[config.mk]
export PLATFORM = sky130hd
export DESIGN_NAME = msa_device_flat
export DESIGN_NICKNAME = d
export VERILOG_FILES = /design/src/msa_pkg.sv /design/src/msa_bus_if.sv /design/src/msa_device.sv /design/src/flat_wrapper.sv
export SDC_FILE = /design/constraint.sdc
export NUM_CORES = 1
export LEC_CHECK = 0
export BUFFER_PORTS_ARGS = -buffer_cell sky130_fd_sc_hd__buf_4
export CAP_MARGIN = 20
export CORE_MARGIN = 1
export CORE_UTILIZATION = 45
export DETAILED_ROUTE_END_ITERATION = 12
export GPL_ROUTABILITY_DRIVEN = 0
export GPL_TIMING_DRIVEN = 0
export HOLD_SLACK_MARGIN = 0.06
export PLACE_DENSITY_LB_ADDON = 0.3
export SLEW_MARGIN = 20
export SYNTH_ARGS = -nofsm -noshare
export SYNTH_HDL_FRONTEND = slang
export SYNTH_SLANG_ARGS = --single-unit
[constraint.sdc]
create_clock -name core_clk_i -period 3.5 [get_ports core_clk_i]
set_input_delay 0.525 -clock core_clk_i [delete_from_list [all_inputs] [get_ports core_clk_i]]
set_output_delay 0.525 -clock core_clk_i [all_outputs]
set_load 0.1 [all_outputs]
[src/msa_pkg.sv]
// constants and types shared by the memory select and arbiter ends
// assumes one 40 MHz board clock and a synchronous active-low reset
package msa_pkg;
  localparam int NPROC = 3;                       // host, io scan, comm processors
  localparam int AW    = 20;
  localparam int DW    = 16;
  localparam int CFG_W = 7;
  // processor index on the shared request side
  localparam logic [1:0] HOST_IDX = 2'h0;
  // io ports inside the controller
  localparam logic [AW-1:0] STEER_PORT     = 20'h00080;
  localparam logic [AW-1:0] WIN_START_PORT = 20'h00082;
  localparam logic [AW-1:0] WIN_END_PORT   = 20'h00084;
  // steering control port fields and reset value
  localparam int STEER_PROM_RD  = 0;
  localparam int STEER_FLASH_RD = 1;
  localparam int STEER_FLASH_WR = 2;
  localparam int STEER_RAM_EN   = 3;
  localparam logic [DW-1:0] STEER_RST = 16'h0009;
  // public window limits after reset, 16-byte granules
  localparam logic [DW-1:0] WIN_START_RST = 16'h0000;
  localparam logic [DW-1:0] WIN_END_RST   = 16'hffff;
  // host configuration pin positions
  localparam int CFG_BOOT   = 0;
  localparam int CFG_PROMRD = 1;
  localparam int CFG_CODEWR = 2;
  localparam int CFG_APPRD  = 3;
  localparam int CFG_APPWR  = 4;
  localparam int CFG_RAMRD  = 5;
  localparam int CFG_RAMWR  = 6;
  // shared memory geometry: 32K words of 16 bits
  localparam int DPM_AW = 15;
  // shared memory cycle length
  localparam int CLK_NS        = 25;
  localparam int SHARED_ACC_NS = 100;
  localparam logic [2:0] SHARED_ACC_CYC = 3'((SHARED_ACC_NS + CLK_NS - 1) / CLK_NS);
  // apb register offsets of the processor end
  localparam logic [7:0] REG_CMD    = 8'h00;
  localparam logic [7:0] REG_ADDR   = 8'h04;
  localparam logic [7:0] REG_WDATA  = 8'h08;
  localparam logic [7:0] REG_STATUS = 8'h0c;
  // command fields
  localparam int CMD_W        = 10;
  localparam int CMD_GO       = 0;
  localparam int CMD_WRITE    = 1;
  localparam int CMD_KIND_LSB = 2;
  localparam int CMD_PROC_LSB = 4;
  localparam int CMD_UBE      = 6;
  localparam int CMD_LBE      = 7;
  localparam int CMD_RNG_LSB  = 8;
  localparam logic [1:0] KIND_LOCAL = 2'h0;
  localparam logic [1:0] KIND_IO    = 2'h1;
  localparam logic [1:0] KIND_SHARED = 2'h2;
  localparam logic [1:0] RNG_UPPER = 2'h0;
  localparam logic [1:0] RNG_MID   = 2'h1;
  localparam logic [1:0] RNG_LOW   = 2'h2;

  typedef enum logic [1:0] {
    ARB_IDLE   = 2'b00,
    ARB_ACCESS = 2'b01,
    ARB_DONE   = 2'b10
  } msa_arb_state_t;

  typedef enum logic [1:0] {
    PR_IDLE   = 2'b00,
    PR_ADDR   = 2'b01,
    PR_STROBE = 2'b10,
    PR_END    = 2'b11
  } msa_pr_state_t;
endpackage : msa_pkg

[src/msa_bus_if.sv]
// processor bus between the three processors and the memory controller
// assumes both ends run on the same board clock
`timescale 1ns/1ps
interface msa_bus_if;
  import msa_pkg::*;
  logic [NPROC-1:0][AW-1:0] addr;
  logic [NPROC-1:0][DW-1:0] wdata;
  logic [NPROC-1:0]         rd_n;
  logic [NPROC-1:0]         wr_n;
  logic [NPROC-1:0]         io_n;
  logic [NPROC-1:0]         upper_range_select_n;
  logic [NPROC-1:0]         mid_range_select_n;
  logic [NPROC-1:0]         local_ram_select_n;
  logic [NPROC-1:0]         upper_byte_enable_n;
  logic [NPROC-1:0]         lower_byte_enable_n;
  logic [NPROC-1:0]         ready;
  logic                     shared_mem_busy_n;

  modport dev (
    input  addr, wdata, rd_n, wr_n, io_n, upper_range_select_n, mid_range_select_n,
    input  local_ram_select_n, upper_byte_enable_n, lower_byte_enable_n,
    output ready, shared_mem_busy_n
  );
  modport procs (
    output addr, wdata, rd_n, wr_n, io_n, upper_range_select_n, mid_range_select_n,
    output local_ram_select_n, upper_byte_enable_n, lower_byte_enable_n,
    input  ready, shared_mem_busy_n
  );
endinterface : msa_bus_if

[src/msa_device.sv]
// memory select decode, steering ports and shared memory arbiter
// assumes processors hold address and strobes until ready; pins are async
//
// The APB interface to the registers was left to the implementer.
`timescale 1ns/1ps
module msa_device
  import msa_pkg::*;
(
  input  wire logic               core_clk_i,
  input  wire logic               nrst_i,
  input  wire logic               ce_i,
  msa_bus_if.dev                  bus,
  input  wire logic [CFG_W-1:0]   cfg_i,
  input  wire logic               partner_busy_n_i,
  input  wire logic               ext_io_ready_i,
  output logic                    host_prom_ce_n_o,
  output logic                    host_prom_rd_n_o,
  output logic                    host_code_ce_n_o,
  output logic                    host_code_rd_n_o,
  output logic                    host_code_wr_n_o,
  output logic                    host_app_ce_n_o,
  output logic                    host_app_rd_n_o,
  output logic                    host_app_wr_n_o,
  output logic                    host_ram_lo_ce_n_o,
  output logic                    host_ram_hi_ce_n_o,
  output logic                    host_ram_rd_n_o,
  output logic                    host_ram_wr_n_o,
  output logic                    host_pub_sel_n_o,
  output logic [1:0]              sub_prom_ce_n_o,
  output logic [1:0]              sub_flash_ce_n_o,
  output logic [1:0]              sub_flash_wr_n_o,
  output logic [1:0]              sub_ram_lo_ce_n_o,
  output logic [1:0]              sub_ram_hi_ce_n_o,
  output logic [1:0]              sub_rd_n_o,
  output logic [1:0]              sub_wr_n_o,
  output logic                    shm_pub_sel_n_o,
  output logic                    shm_dpm_sel_n_o,
  output logic                    shm_rd_n_o,
  output logic                    shm_wr_n_o,
  output logic                    shm_ube_n_o,
  output logic                    shm_lbe_n_o,
  output logic [AW-1:0]           shm_addr_o,
  output logic [DPM_AW-1:0]       shm_dpm_addr_o,
  output logic [DW-1:0]           shm_wdata_o
);
  typedef struct packed {
    logic [CFG_W-1:0]   cfg_s1;
    logic [CFG_W-1:0]   cfg_s2;
    logic               part_s1;
    logic               part_s2;
    logic               extio_s1;
    logic               extio_s2;
    logic [1:0][DW-1:0] steer;
    logic [DW-1:0]      win_start;
    logic [DW-1:0]      win_end;
    msa_arb_state_t     state;
    logic [1:0]         owner;
    logic [2:0]         cnt;
    logic               pub_sel_n;
    logic               dpm_sel_n;
    logic               rd_n;
    logic               wr_n;
    logic               ube_n;
    logic               lbe_n;
    logic [AW-1:0]      addr;
    logic [DW-1:0]      wdata;
    logic               busy_n;
  } msa_dev_state_t;

  localparam msa_dev_state_t DEV_RST = '{
    steer: {STEER_RST, STEER_RST}, win_start: WIN_START_RST, win_end: WIN_END_RST,
    state: ARB_IDLE, pub_sel_n: 1'b1, dpm_sel_n: 1'b1, rd_n: 1'b1, wr_n: 1'b1,
    ube_n: 1'b1, lbe_n: 1'b1, busy_n: 1'b1, part_s1: 1'b1, part_s2: 1'b1,
    default: '0};

  msa_dev_state_t r;
  msa_dev_state_t next_r;

  logic [NPROC-1:0] memrd;
  logic [NPROC-1:0] memwr;
  logic [NPROC-1:0] iocyc;
  logic [NPROC-1:0] shreq;
  logic [NPROC-1:0] to_dpm;
  logic [NPROC-1:0] elig;
  logic [NPROC-1:0] done;

  // per-processor cycle classification
  genvar gp;
  generate
    for (gp = 0; gp < NPROC; gp++) begin : g_cls
      assign memrd[gp] = !bus.rd_n[gp] && bus.io_n[gp];
      assign memwr[gp] = !bus.wr_n[gp] && bus.io_n[gp];
      assign iocyc[gp] = (!bus.rd_n[gp] || !bus.wr_n[gp]) && !bus.io_n[gp];
      // outside every chip select range means a shared request
      assign shreq[gp] = (memrd[gp] || memwr[gp]) && bus.upper_range_select_n[gp]
                         && bus.mid_range_select_n[gp] && bus.local_ram_select_n[gp];
      // inside the programmed window is public memory, else twoport
      assign to_dpm[gp] = !((bus.addr[gp][AW-1:4] >= r.win_start)
                            && (bus.addr[gp][AW-1:4] <= r.win_end));
      // a twoport request waits while the partner holds the twoport bus
      assign elig[gp]  = shreq[gp] && !(to_dpm[gp] && !r.part_s2);
      assign done[gp]  = (r.state == ARB_DONE) && (r.owner == 2'(gp));
    end
  endgenerate

  // next state: synchronisers, io ports and the shared arbiter
  always_comb begin
    logic [1:0] pick;
    pick = 2'h0;
    next_r = r;
    next_r.cfg_s1   = cfg_i;
    next_r.cfg_s2   = r.cfg_s1;
    next_r.part_s1  = partner_busy_n_i;
    next_r.part_s2  = r.part_s1;
    next_r.extio_s1 = ext_io_ready_i;
    next_r.extio_s2 = r.extio_s1;
    // each subordinate writes its own steering port
    for (int i = 1; i < NPROC; i++) begin
      if (iocyc[i] && !bus.wr_n[i] && bus.addr[i] == STEER_PORT) begin
        next_r.steer[i-1] = bus.wdata[i];
      end
    end
    // host sets the public window limits
    if (iocyc[0] && !bus.wr_n[0] && bus.addr[0] == WIN_START_PORT) begin
      next_r.win_start = bus.wdata[0];
    end
    if (iocyc[0] && !bus.wr_n[0] && bus.addr[0] == WIN_END_PORT) begin
      next_r.win_end = bus.wdata[0];
    end
    for (int p = NPROC - 1; p >= 0; p--) begin
      if (elig[p]) begin
        pick = 2'(p);
      end
    end
    case (r.state)
      ARB_IDLE: begin
        if (|elig) begin
          next_r.state     = ARB_ACCESS;
          next_r.owner     = pick;
          next_r.cnt       = SHARED_ACC_CYC - 3'h1;
          next_r.addr      = bus.addr[pick];
          next_r.wdata     = bus.wdata[pick];
          next_r.pub_sel_n = to_dpm[pick];
          next_r.dpm_sel_n = !to_dpm[pick];
          next_r.rd_n      = !memrd[pick];
          next_r.wr_n      = !memwr[pick];
          next_r.ube_n     = bus.upper_byte_enable_n[pick];
          next_r.lbe_n     = bus.lower_byte_enable_n[pick];
          next_r.busy_n    = !to_dpm[pick];
        end
      end
      ARB_ACCESS: begin
        // nobody else is looked at until the count runs out
        if (r.cnt == 3'h0) begin
          next_r.state     = ARB_DONE;
          next_r.pub_sel_n = 1'b1;
          next_r.dpm_sel_n = 1'b1;
          next_r.rd_n      = 1'b1;
          next_r.wr_n      = 1'b1;
          next_r.ube_n     = 1'b1;
          next_r.lbe_n     = 1'b1;
          next_r.busy_n    = 1'b1;
        end else begin
          next_r.cnt = r.cnt - 3'h1;
        end
      end
      ARB_DONE: next_r.state = ARB_IDLE;
      default:  next_r.state = ARB_IDLE;
    endcase
  end

  // state register with clock enable
  always_ff @(posedge core_clk_i) begin
    if (!nrst_i) begin
      r <= DEV_RST;
    end else if (ce_i) begin
      r <= next_r;
    end
  end

  // ready: shared waits for its grant, local and internal io answer at once
  always_comb begin
    for (int p = 0; p < NPROC; p++) begin
      bus.ready[p] = done[p]
                     || ((memrd[p] || memwr[p]) && !shreq[p])
                     || (iocyc[p] && p != 0);
    end
    // host io outside its own ports waits for the external ready
    if (iocyc[0] && (bus.addr[0] == WIN_START_PORT || bus.addr[0] == WIN_END_PORT
                     || r.extio_s2)) begin
      bus.ready[0] = 1'b1;
    end
  end
  assign bus.shared_mem_busy_n = r.busy_n;

  // host private memory decode
  logic up;
  logic mid;
  logic low;
  logic app_rd_en;
  logic app_wr_en;
  logic ram_ov;
  logic prom_ce;
  logic app_ce;
  assign up        = !bus.upper_range_select_n[0];
  assign mid       = !bus.mid_range_select_n[0];
  assign low       = !bus.local_ram_select_n[0];
  assign app_rd_en = r.cfg_s2[CFG_APPRD];
  assign app_wr_en = r.cfg_s2[CFG_APPWR];
  assign ram_ov    = r.cfg_s2[CFG_RAMRD] || r.cfg_s2[CFG_RAMWR];
  assign prom_ce   = (up && r.cfg_s2[CFG_BOOT] && r.cfg_s2[CFG_PROMRD])
                     || (mid && !(app_rd_en || app_wr_en));
  assign app_ce    = mid && ((memrd[0] && app_rd_en) || (memwr[0] && app_wr_en));
  assign host_prom_ce_n_o = !prom_ce;
  assign host_prom_rd_n_o = !(memrd[0] && prom_ce);
  assign host_code_ce_n_o = !(up && (!r.cfg_s2[CFG_BOOT] || r.cfg_s2[CFG_CODEWR]));
  assign host_code_rd_n_o = !memrd[0];
  assign host_code_wr_n_o = !(memwr[0] && up && r.cfg_s2[CFG_CODEWR]);
  assign host_app_ce_n_o  = !app_ce;
  assign host_app_rd_n_o  = !(memrd[0] && app_ce && app_rd_en);
  assign host_app_wr_n_o  = !(memwr[0] && app_ce && app_wr_en);
  assign host_ram_lo_ce_n_o = !(!bus.lower_byte_enable_n[0] && (low || (mid && ram_ov)));
  assign host_ram_hi_ce_n_o = !(!bus.upper_byte_enable_n[0] && (low || (mid && ram_ov)));
  assign host_ram_rd_n_o  = !(memrd[0] && (low || (mid && r.cfg_s2[CFG_RAMRD])));
  assign host_ram_wr_n_o  = !(memwr[0] && (low || (mid && r.cfg_s2[CFG_RAMWR])));
  assign host_pub_sel_n_o = !shreq[0];

  // subordinate memory decode steered by each steering port
  generate
    for (gp = 1; gp < NPROC; gp++) begin : g_sub
      logic s_up;
      logic s_ram;
      logic [DW-1:0] st;
      assign st    = r.steer[gp-1];
      assign s_up  = !bus.upper_range_select_n[gp];
      assign s_ram = !bus.local_ram_select_n[gp] && st[STEER_RAM_EN];
      assign sub_prom_ce_n_o[gp-1]   = !(s_up && st[STEER_PROM_RD] && memrd[gp]);
      assign sub_flash_ce_n_o[gp-1]  = !(s_up && !st[STEER_PROM_RD]
                                         && ((memrd[gp] && st[STEER_FLASH_RD])
                                             || (memwr[gp] && st[STEER_FLASH_WR])));
      assign sub_flash_wr_n_o[gp-1]  = !(s_up && memwr[gp] && st[STEER_FLASH_WR]);
      assign sub_ram_lo_ce_n_o[gp-1] = !(s_ram && !bus.lower_byte_enable_n[gp]);
      assign sub_ram_hi_ce_n_o[gp-1] = !(s_ram && !bus.upper_byte_enable_n[gp]);
      assign sub_rd_n_o[gp-1]        = !memrd[gp];
      assign sub_wr_n_o[gp-1]        = !memwr[gp];
    end
  endgenerate

  // shared memory port from the arbiter's registers
  assign shm_pub_sel_n_o = r.pub_sel_n;
  assign shm_dpm_sel_n_o = r.dpm_sel_n;
  assign shm_rd_n_o      = r.rd_n;
  assign shm_wr_n_o      = r.wr_n;
  assign shm_ube_n_o     = r.ube_n;
  assign shm_lbe_n_o     = r.lbe_n;
  assign shm_addr_o      = r.addr;
  assign shm_dpm_addr_o  = r.addr[DPM_AW:1];
  assign shm_wdata_o     = r.wdata;
endmodule : msa_device

[src/flat_wrapper.sv]
// flat-port wrapper written by rule: the top's interface ports become plain ports
module msa_device_flat import msa_pkg::*;
  (core_clk_i, nrst_i, ce_i, cfg_i, partner_busy_n_i, ext_io_ready_i, host_prom_ce_n_o, host_prom_rd_n_o, host_code_ce_n_o, host_code_rd_n_o, host_code_wr_n_o, host_app_ce_n_o, host_app_rd_n_o, host_app_wr_n_o, host_ram_lo_ce_n_o, host_ram_hi_ce_n_o, host_ram_rd_n_o, host_ram_wr_n_o, host_pub_sel_n_o, sub_prom_ce_n_o, sub_flash_ce_n_o, sub_flash_wr_n_o, sub_ram_lo_ce_n_o, sub_ram_hi_ce_n_o, sub_rd_n_o, sub_wr_n_o, shm_pub_sel_n_o, shm_dpm_sel_n_o, shm_rd_n_o, shm_wr_n_o, shm_ube_n_o, shm_lbe_n_o, shm_addr_o, shm_dpm_addr_o, shm_wdata_o, bus_addr, bus_wdata, bus_rd_n, bus_wr_n, bus_io_n, bus_upper_range_select_n, bus_mid_range_select_n, bus_local_ram_select_n, bus_upper_byte_enable_n, bus_lower_byte_enable_n, bus_ready, bus_shared_mem_busy_n);
  msa_bus_if bus_i ();
  input  wire logic core_clk_i;
  input  wire logic nrst_i;
  input  wire logic ce_i;
  input  wire logic [CFG_W-1:0] cfg_i;
  input  wire logic partner_busy_n_i;
  input  wire logic ext_io_ready_i;
  output logic host_prom_ce_n_o;
  output logic host_prom_rd_n_o;
  output logic host_code_ce_n_o;
  output logic host_code_rd_n_o;
  output logic host_code_wr_n_o;
  output logic host_app_ce_n_o;
  output logic host_app_rd_n_o;
  output logic host_app_wr_n_o;
  output logic host_ram_lo_ce_n_o;
  output logic host_ram_hi_ce_n_o;
  output logic host_ram_rd_n_o;
  output logic host_ram_wr_n_o;
  output logic host_pub_sel_n_o;
  output logic [1:0] sub_prom_ce_n_o;
  output logic [1:0] sub_flash_ce_n_o;
  output logic [1:0] sub_flash_wr_n_o;
  output logic [1:0] sub_ram_lo_ce_n_o;
  output logic [1:0] sub_ram_hi_ce_n_o;
  output logic [1:0] sub_rd_n_o;
  output logic [1:0] sub_wr_n_o;
  output logic shm_pub_sel_n_o;
  output logic shm_dpm_sel_n_o;
  output logic shm_rd_n_o;
  output logic shm_wr_n_o;
  output logic shm_ube_n_o;
  output logic shm_lbe_n_o;
  output logic [AW-1:0] shm_addr_o;
  output logic [DPM_AW-1:0] shm_dpm_addr_o;
  output logic [DW-1:0] shm_wdata_o;
  input wire logic [$bits(bus_i.addr)-1:0] bus_addr;
  input wire logic [$bits(bus_i.wdata)-1:0] bus_wdata;
  input wire logic [$bits(bus_i.rd_n)-1:0] bus_rd_n;
  input wire logic [$bits(bus_i.wr_n)-1:0] bus_wr_n;
  input wire logic [$bits(bus_i.io_n)-1:0] bus_io_n;
  input wire logic [$bits(bus_i.upper_range_select_n)-1:0] bus_upper_range_select_n;
  input wire logic [$bits(bus_i.mid_range_select_n)-1:0] bus_mid_range_select_n;
  input wire logic [$bits(bus_i.local_ram_select_n)-1:0] bus_local_ram_select_n;
  input wire logic [$bits(bus_i.upper_byte_enable_n)-1:0] bus_upper_byte_enable_n;
  input wire logic [$bits(bus_i.lower_byte_enable_n)-1:0] bus_lower_byte_enable_n;
  output wire logic [$bits(bus_i.ready)-1:0] bus_ready;
  output wire logic [$bits(bus_i.shared_mem_busy_n)-1:0] bus_shared_mem_busy_n;
  assign bus_i.addr = bus_addr;
  assign bus_i.wdata = bus_wdata;
  assign bus_i.rd_n = bus_rd_n;
  assign bus_i.wr_n = bus_wr_n;
  assign bus_i.io_n = bus_io_n;
  assign bus_i.upper_range_select_n = bus_upper_range_select_n;
  assign bus_i.mid_range_select_n = bus_mid_range_select_n;
  assign bus_i.local_ram_select_n = bus_local_ram_select_n;
  assign bus_i.upper_byte_enable_n = bus_upper_byte_enable_n;
  assign bus_i.lower_byte_enable_n = bus_lower_byte_enable_n;
  assign bus_ready = bus_i.ready;
  assign bus_shared_mem_busy_n = bus_i.shared_mem_busy_n;
  msa_device u_core (.core_clk_i(core_clk_i), .nrst_i(nrst_i), .ce_i(ce_i), .bus(bus_i), .cfg_i(cfg_i), .partner_busy_n_i(partner_busy_n_i), .ext_io_ready_i(ext_io_ready_i), .host_prom_ce_n_o(host_prom_ce_n_o), .host_prom_rd_n_o(host_prom_rd_n_o), .host_code_ce_n_o(host_code_ce_n_o), .host_code_rd_n_o(host_code_rd_n_o), .host_code_wr_n_o(host_code_wr_n_o), .host_app_ce_n_o(host_app_ce_n_o), .host_app_rd_n_o(host_app_rd_n_o), .host_app_wr_n_o(host_app_wr_n_o), .host_ram_lo_ce_n_o(host_ram_lo_ce_n_o), .host_ram_hi_ce_n_o(host_ram_hi_ce_n_o), .host_ram_rd_n_o(host_ram_rd_n_o), .host_ram_wr_n_o(host_ram_wr_n_o), .host_pub_sel_n_o(host_pub_sel_n_o), .sub_prom_ce_n_o(sub_prom_ce_n_o), .sub_flash_ce_n_o(sub_flash_ce_n_o), .sub_flash_wr_n_o(sub_flash_wr_n_o), .sub_ram_lo_ce_n_o(sub_ram_lo_ce_n_o), .sub_ram_hi_ce_n_o(sub_ram_hi_ce_n_o), .sub_rd_n_o(sub_rd_n_o), .sub_wr_n_o(sub_wr_n_o), .shm_pub_sel_n_o(shm_pub_sel_n_o), .shm_dpm_sel_n_o(shm_dpm_sel_n_o), .shm_rd_n_o(shm_rd_n_o), .shm_wr_n_o(shm_wr_n_o), .shm_ube_n_o(shm_ube_n_o), .shm_lbe_n_o(shm_lbe_n_o), .shm_addr_o(shm_addr_o), .shm_dpm_addr_o(shm_dpm_addr_o), .shm_wdata_o(shm_wdata_o));
endmodule
==> metrics.txt, run 1 <==
worst path required time about 3.8 ns; Leakage around 4.6 nW; Final Max Tran Viols 0; Buffers on Ports 229; P&R area growth vs syn 29.6%; Max stage delay on crit path 0.46 ns; vias in the first global route 7,532; first-pass GRT wire length 42,100 microns; CTS Sinks 107; largest net degree at the start of global routing 22; TritonCTS clock tree done; Power Density 336 mW/mm^2; Overall Power 0.00344 W; Crit. End Element register; Post-synth EDFFs 0; Die Height between 100 and 150 microns; fin crit share between 90% and 100%; GRT busiest layer met2; Clock Path Buffers 2; Post-Syn Area 0.00790 sq mm; Worst-path clk slew 0.08 ns; GR met1 Demand/Resource 40.9%; Starting DRT DRC Count 685; Warnings, synthesis 0; met2 Resource Use GR 48.5%; antenna violations before repair 0; HPWL after DPL 22,700 microns; Max FO, Critical Path 10; status finished clean; CP max-delay cell a2111oi_2; Main synth FF type dfxtp_1; n_diodes 0; cell count after placement 1,394; number of buffers inserted by hold repair at cts 0; layout cells sized above 1 28.7%; via count 8,161; top cells by area, synth dfxtp_1 27%, ha_1 16%, mux2i_1 5.6%; via/cell ratio 5.79; critical path class register to register; Non-Filler Instances 1,410; syn_nets 1,182; final setup violation count 0; post-synthesis register bit count 107; antenna-violating nets left 0; Final #Nets 1,422; MaxCap Viol Count 0; fin crit period 3.30 ns; maximum vdd drop 0.248 mV; WP data arrival between 3 and 4 ns; CP Cell Sequence inv_1 -> ha_1 -> nand4_1 -> a2111oi_2 -> a211oi_1 -> o211ai_2 -> a21o_1 -> clkbuf_1 -> a21oi_1 -> o21ai_0 -> a32o_1; gr ovfl total 0; IO Count between 200 and 250; mean post-synth cell area about 8.4 sq um; final-report hold violation count 0; Die Area between 0.015 and 0.02 sq mm; First-pass DRT Iterations 6; Final Skew 0.00870 ns; total track usage between 30 and 40%; Fillers around 1,600; row count 48; Post-Synthesis Cells 940; Synth area leader dfxtp_1; area share of the largest cell type after synthesis 27.1%; DRC violation count after routing 0; Initial Util 45.8%; Cell variety after synth 62; Buf/Inv on CP 2; cell family with most CP delay compound AO/OA/AOI/OAI gates; RSZ-0062 raised after global routing false; M3 GR Usage slightly below 6%; CTS H-Tree Depth 3; TritonCTS Buffers 9; startpoint types register; slew at the pin closest to its max-slew limit 0.768 ns; asr flop ratio synth 0%; root buffer cell clkbuf_16; Seq/Total Area, Yosys 27.1%; routed wire length between 20,000 and 30,000 microns; Chip Width roughly 130 microns; clock latency on the worst-skew pair 0.37 ns; core area 0.0172 sq mm; Fmax about 300 MHz; Tightest Hold Check Type input pin to register; routed len/inst about 20 microns; Rel. slew slack 48.3%; most common cell after layout, fill and taps aside buf_4; most frequent cells in the layout 283 x buf_4, 107 x dfxtp_1, 98 x ha_1, 74 x a21oi_1, 64 x nand2_1
[cells in the mapped netlist (5+ instances only)]
master      n
a32o_1     37
nor2b_1     8
o21ai_0    51
nand2b_1   44
nand3_1    13
ha_1       98
nand3b_1    6
nand4_1    19
a21oi_1    74
buf_6       9
nor3_1     44
buf_2      12
mux2i_1    44
clkbuf_1   22
o211ai_1   18
or3b_2      5
a21o_1     14
nand2_1    64
nor2_1     55
dfxtp_1   107
buf_4      54
inv_1      52
nor4_1     13
[cell type report]
type / count / area, sq um / share of cell area, %
buffer: 101 / 666 / 6.50
clock buffer: 9 / 225 / 2.20
clock inverter: 7 / 103 / 1.00
inverter: 52 / 195 / 1.91
multi-input combinational: 680 / 4910 / 47.9
sequential: 107 / 2140 / 20.9
tap: 225 / 282 / 2.75
timing repair buffer: 229 / 1720 / 16.8
[what timing repair did]
| action | 4_1_cts | 5_1_grt |
|---|---|---|
| setup endpoints to repair | 0 | 12 |
| buffers inserted | 0 | 0 |
| gates resized for setup | 0 | 2 |
[layer usage]
metal / wire (microns) / up-vias
met5: 0 / -
met3: 2680 / 76
li1: - / 3881
met4: 1070 / 0
met1: 11800 / 3744
met2: 12400 / 460
[state kept, by name, indices dropped and copies added (netlist names)]
name,count
u_core.shm_wdata_o,16
u_core.shm_rd_n_o,1
u_core.g_sub.st,8
u_core.next_r,9
u_core.app_rd_en,1
u_core.shm_wr_n_o,1
u_core.shm_addr_o,20
u_core.shm_lbe_n_o,1
u_core.r,46
u_core.shm_pub_sel_n_o,1
u_core.shm_ube_n_o,1
u_core.bus.shared_mem_busy_n,1
u_core.app_wr_en,1
[power breakdown]
group	leakage (nW)	internal, W	switching [W]
logic	3.55	0.000345	0.000678
registers	0.868	0.00125	0.0000236
clock network	0.160	0.000584	0.000561
[tightest hold or removal path, cell delays in order]
cell and delay, ns:
buf_4 0.08, mux2i_1 0.05, nand2_1 0.06
[per-stage QoR]
step                util (%)  TNS, ns  setup WS [ns]  instance area [sq um]  hold slack [ns]
finish                  59.4        0          0.197                  10200            0.373
global route            59.4        0         0.0143                  10200            0.391
CTS                     59.4        0          0.125                  10200            0.377
detailed placement      57.5    -1.06         -0.121                   9910            0.453
global placement        57.5   -0.813        -0.0970                   9910            0.448
floorplan                  -        0          0.243                   7910            0.440
[cells by family after synthesis]
family	synth area share (%)
multiplexers	5.86
AO/OA/AOI/OAI	21.7
buffers and inverters	10.9
flip-flops	27.1
AND/OR/NAND/NOR	18.9
adder cells (fa/ha/maj)	15.5
XOR/XNOR	0.111
[path summary, 6_finish.rpt]
kind	endpoint	slack (ns)	cells after the start	startpoint
worst max register to register	u_core.shm_wdata_o[12]	0.20	11	u_core.r[57]
worst min register to register	u_core.r[44]	0.47	1	u_core.r[44]
worst min-delay path	u_core.next_r[116]	0.37	3	partner_busy_n_i
worst max-delay path	u_core.shm_wdata_o[12]	0.20	11	u_core.r[57]
Note: power is estimated with default switching activity, not from simulation.
==> run 2: changes to the inputs <==
- CORE_ASPECT_RATIO: not set -> 0.6
==> run 2 against run 1 <==
Die area hardly changed; global-route usage is 2.4 points higher; via count is 2.7% higher.
==> metrics.txt, run 2 (synthesized netlist as in run 1, its figures left out) <==
maximum vdd drop 0.271 mV (was 0.248 mV); clock latency on the worst-skew pair 0.36 ns (was 0.37 ns); cell count after placement 1,403 (was 1,394); largest net degree at the start of global routing 21 (was 22); Largest register FFs 46 (unchanged); total track usage 33.1% (was 30.7%); Top reg by flops u_core.r (unchanged); core area 0.0172 sq mm (about the same); IO Count 232 (unchanged); Power Density 330 mW/mm^2 (was 336 mW/mm^2); TritonCTS Buffers 9 (unchanged); root buffer cell clkbuf_16 (unchanged); Finished Cell Area 0.0103 sq mm (was 0.0102 sq mm); Tightest Hold Check Type input pin to register (unchanged); antenna-violating nets left 0 (unchanged); Max FO, Critical Path 10 (unchanged); Starting DRT DRC Count 945 (was 685); Cell Area, Placed 0.00992 sq mm (was 0.00991 sq mm); Multi-input gate area 0.00493 sq mm (was 0.00491 sq mm); Buffers on Ports 229 (unchanged); Leakage 4.59 nW (was 4.58 nW); Final Util 59.8% (was 59.4%); Crit. End Element register (unchanged); via/cell ratio 5.89 (was 5.79); final-report hold violation count 0 (unchanged); DRC violation count after routing 0 (unchanged); Final Max Tran Viols 0 (unchanged); Worst R2R Setup Slack 0.09 ns (was 0.20 ns); Non-Filler Instances 1,423 (was 1,410); Chip Width 173 microns (was 135 microns); met1 WL 13,400 microns (was 11,800 microns); Fmax 293 MHz (was 303 MHz); Die Height 105 microns (was 135 microns); Initial Util 46.0% (was 45.8%); WP data arrival 3.72 ns (was 3.61 ns); top layer in use met4 (unchanged); MaxCap Viol Count 0 (unchanged); Final #Nets 1,424 (was 1,422); antenna violations before repair 0 (unchanged); DR WL met2 11,700 microns (was 12,400 microns); TritonCTS clock tree done (unchanged); Fin Setup TNS 0 ns (unchanged); routed len/inst 21.4 microns (was 19.8 microns); Worst-path clk slew 0.08 ns (about the same); fin crit share 97.5% (was 94.4%); routed wire length 30,400 microns (was 27,900 microns); gr ovfl total 0 (unchanged); CTS Sinks 107 (unchanged); most common cell after layout, fill and taps aside buf_4 (unchanged); Fillers 1,512 (was 1,560); slew at the pin closest to its max-slew limit 0.792 ns (was 0.768 ns); row count 37 (was 48); critical path class register to register (unchanged); First-pass DRT Iterations 6 (unchanged); Overall Power 0.00338 W (was 0.00344 W); startpoint types register (unchanged); worst path required time 3.81 ns (about the same); vias in the first global route 7,789 (was 7,532); first-pass GRT wire length 45,500 microns (was 42,100 microns); layout cells sized above 1 29.1% (was 28.7%); RSZ-0062 raised after global routing false (unchanged); CTS H-Tree Depth 3 (unchanged); most frequent cells in the layout 285 x buf_4, 107 x dfxtp_1, 98 x ha_1, 74 x a21oi_1, 64 x nand2_1 (was 283 x buf_4, 107 x dfxtp_1, 98 x ha_1, 74 x a21oi_1, 64 x nand2_1); fin crit period 3.41 ns (was 3.30 ns); Sequential Area 0.00214 sq mm (unchanged); status finished clean (unchanged); HPWL after DPL 25,000 microns (was 22,700 microns); final setup violation count 0 (unchanged); Final Skew 0.00933 ns (was 0.00870 ns); Rel. slew slack 47.2% (was 48.3%); via count 8,378 (was 8,161); met3 routed wirelength 4720 microns (was 2680 microns); P&R area growth vs syn 30.0% (was 29.6%); Clock Path Buffers 2 (unchanged); Die Area 0.0181 sq mm (about the same)
run 2: path summary, 6_finish.rpt:
path | endpoint | cells past startpoint | startpoint
hold reg to reg | u_core.r[44] | 1 | u_core.r[44]
setup reg to reg | u_core.shm_addr_o[16] | 14 | u_core.r[74]
setup / recovery | u_core.shm_addr_o[16] | 14 | u_core.r[74]
hold / removal | u_core.next_r[116] | 3 | partner_busy_n_i
run 2: through the flow:
stage | hold WS, ns | setup WS [ns]
6_report | 0.387 | 0.0877
5_1_grt | 0.415 | 0.00973
4_1_cts | 0.381 | 0.0439
3_5_place_dp | 0.457 | -0.371
3_3_place_gp | 0.450 | -0.361
2_1_floorplan | 0.440 | 0.243
run 2: layer usage:
layer,vias to the layer above,track usage (%)
met3,53,13.0
met2,530,45.6
met1,3897,47.4
li1,3898,-
met5,-,0
met4,0,7.84
run 2: timing repair:
| item | 4_1_cts | 5_1_grt |
|---|---|---|
| pin swaps | 0 | 3 |
| hold buffers | 0 | 0 |
| setup endpoints to repair | 29 | 37 |
| setup buffers | 0 | 2 |
| resized for setup | 1 | 10 |
run 2: report_power, final:
group	internal, W	total (W)	switching, W
registers	0.00125	0.00128	0.0000255
logic	0.000346	0.00104	0.000698
clock network	0.000526	0.00106	0.000535
total	0.00213	0.00338	0.00126
run 2: worst max-delay path, cell delays in order (launching register included):
cell and delay (ns):
dfxtp_1 0.36, inv_1 0.14, ha_1 0.30, nand2_1 0.09, nor4_4 0.27, buf_4 0.18
o311ai_0 0.14, nand3_1 0.15, o211ai_2 0.21, a21oi_2 0.39, buf_2 0.30, buf_6 0.19
nor3_1 0.07, o21ai_0 0.35, a32o_1 0.22
run 2: final cells by class:
cell class,count,area share (%)
antenna,2,0.0487
buffer,101,6.53
clock buffer,10,2.33
clock inverter,6,0.609
inverter,52,1.90
multi-input combinational,680,48.0
sequential,107,20.9
tap,234,2.85
timing repair buffer,231,16.9
==> run 3: changes to the inputs <==
- RECOVER_POWER: not set -> 100
- SLEW_MARGIN: 20 -> not set
==> run 3 against run 2 <==
Power is 1.0% lower; sequential share of layout area up 0.72 points; non-clock buffer count unchanged; final cell count unchanged; die area stayed put; sequential power about the same; global-route usage unchanged; clock power is essentially flat; highest routed layer unchanged.
==> metrics.txt, run 3 (synthesized netlist as in run 1, its figures left out) <==
gr ovfl total 0 (unchanged); clock latency on the worst-skew pair 0.36 ns (about the same); Top reg by flops u_core.r (unchanged); critical path class register to register (unchanged); routed len/inst 21.4 microns (about the same); met3 routed wirelength 4720 microns (about the same); row count 37 (unchanged); antenna violations before repair 0 (unchanged); Cell Area, Placed 0.00992 sq mm (unchanged); Rel. slew slack 19.4% (was 47.2%); Leakage 4.25 nW (was 4.59 nW); CTS H-Tree Depth 3 (unchanged); fin crit period 3.40 ns (was 3.41 ns); Chip Width 173 microns (unchanged); via count 8,397 (was 8,378); top layer in use met4 (unchanged); Fillers 1,615 (was 1,512); Die Area 0.0181 sq mm (unchanged); Crit. End Element register (unchanged); P&R area growth vs syn 25.6% (was 30.0%); TritonCTS clock tree done (unchanged); core area 0.0172 sq mm (unchanged); Die Height 105 microns (unchanged); Final Max Tran Viols 0 (unchanged); fin crit share 97.3% (was 97.5%); startpoint types register (unchanged); antenna-violating nets left 0 (unchanged); worst path required time 3.81 ns (about the same); DRC violation count after routing 0 (unchanged); met1 WL 13,500 microns (was 13,400 microns); RSZ-0062 raised after global routing false (unchanged); Buffers on Ports 229 (unchanged); most common cell after layout, fill and taps aside buf_4 (unchanged); HPWL after DPL 25,000 microns (unchanged); most frequent cells in the layout 196 x buf_4, 110 x clkbuf_1, 107 x dfxtp_1, 98 x ha_1, 74 x a21oi_1 (was 285 x buf_4, 107 x dfxtp_1, 98 x ha_1, 74 x a21oi_1, 64 x nand2_1); Worst-path clk slew 0.08 ns (about the same); Max FO, Critical Path 10 (unchanged); routed wire length 30,500 microns (was 30,400 microns); vias in the first global route 7,789 (unchanged); CTS Sinks 107 (unchanged); MaxCap Viol Count 0 (unchanged); Fmax 294 MHz (was 293 MHz); status finished clean (unchanged); Initial Util 46.0% (unchanged); first-pass GRT wire length 45,500 microns (unchanged); First-pass DRT Iterations 5 (was 6); WP data arrival 3.71 ns (was 3.72 ns); Fin Setup TNS 0 ns (unchanged); Starting DRT DRC Count 921 (was 945); via/cell ratio 5.90 (was 5.89); Largest register FFs 46 (unchanged); largest net degree at the start of global routing 21 (unchanged); root buffer cell clkbuf_16 (unchanged); total track usage 33.1% (unchanged); Final #Nets 1,424 (unchanged); maximum vdd drop 0.272 mV (was 0.271 mV); TritonCTS Buffers 9 (unchanged); slew at the pin closest to its max-slew limit 1.21 ns (was 0.792 ns); layout cells sized above 1 21.6% (was 29.1%); Tightest Hold Check Type input pin to register (unchanged); DR WL met2 11,700 microns (about the same); final-report hold violation count 0 (unchanged); Final Skew 0.0120 ns (was 0.00933 ns); Clock Path Buffers 2 (unchanged); Power Density 337 mW/mm^2 (was 330 mW/mm^2); final setup violation count 0 (unchanged); Finished Cell Area 0.00992 sq mm (was 0.0103 sq mm); IO Count 232 (unchanged)
-- run 3: cell types whose count changed in the layout (fill, tap and decap cells not counted), sizes merged --
cell    before  now
buf        308  214
clkbuf      34  128
-- run 3: layout make-up --
type,count,area (sq um),share of cell area (%)
multi-input combinational,680,4930,49.6
sequential,107,2140,21.6
timing repair buffer,231,1400,14.1
buffer,101,659,6.64
tap,234,293,2.95
clock buffer,10,239,2.41
inverter,52,195,1.97
clock inverter,6,62.6,0.630
antenna,2,5.00,0.0504
-- run 3: path summary, 6_finish.rpt --
| path | from | end | slack [ns] | cells after the start |
|---|---|---|---|---|
| hold / removal | partner_busy_n_i | u_core.next_r[116] | 0.38 | 3 |
| hold reg to reg | u_core.shm_wdata_o[4] | u_core.shm_wdata_o[4] | 0.47 | 1 |
| setup reg to reg | u_core.r[75] | u_core.shm_addr_o[10] | 0.1 | 12 |
| setup / recovery | u_core.r[75] | u_core.shm_addr_o[10] | 0.1 | 12 |
-- run 3: power by group --
group | switching [W] | internal [W] | total, W | leakage [nW]
registers | 0.0000256 | 0.00125 | 0.00128 | 0.868
clock network | 0.000541 | 0.000526 | 0.00107 | 0.149
logic | 0.000697 | 0.000305 | 0.00100 | 3.24
total | 0.00126 | 0.00208 | 0.00335 | 4.25
-- run 3: worst max-delay path, stage by stage, from the launching register on --
cell and delay (ns):
dfxtp_1 0.35, inv_1 0.10, ha_1 0.31, a21oi_1 0.06, o21ai_1 0.46, o21ai_0 0.33
o21a_1 0.29, nor3_4 0.36, o21ai_4 0.17, nor2_2 0.22, clkbuf_4 0.29, buf_6 0.22
a32o_1 0.18
-- run 3: stage by stage --
stage / power [W] / worst slack [ns] / cells / hold slack [ns] / utilization, %
2_1_floorplan: 0.00196 / 0.243 / 940 / 0.440 / -
3_3_place_gp: 0.00231 / -0.361 / 1403 / 0.450 / 57.8
3_5_place_dp: 0.00233 / -0.371 / 1403 / 0.457 / 57.8
4_1_cts: 0.00337 / 0.0439 / 1419 / 0.381 / 59.5
5_1_grt: 0.00345 / 0.00973 / 1421 / 0.415 / 57.8
6_report: 0.00335 / 0.0953 / 1423 / 0.385 / 57.8
-- run 3: timing repair --
action,4_1_cts,5_1_grt
setup endpoints to repair,29,37
hold buffers,0,0
gates resized for setup,1,10
pin swaps,0,3
buffers inserted,0,2
gates cloned,0,0
-- run 3: metal layers --
metal,global-route usage [%],vias to the layer above
li1,-,3894
met2,45.6,553
met3,13.0,51
met1,47.4,3899
met4,7.84,0
met5,0,-
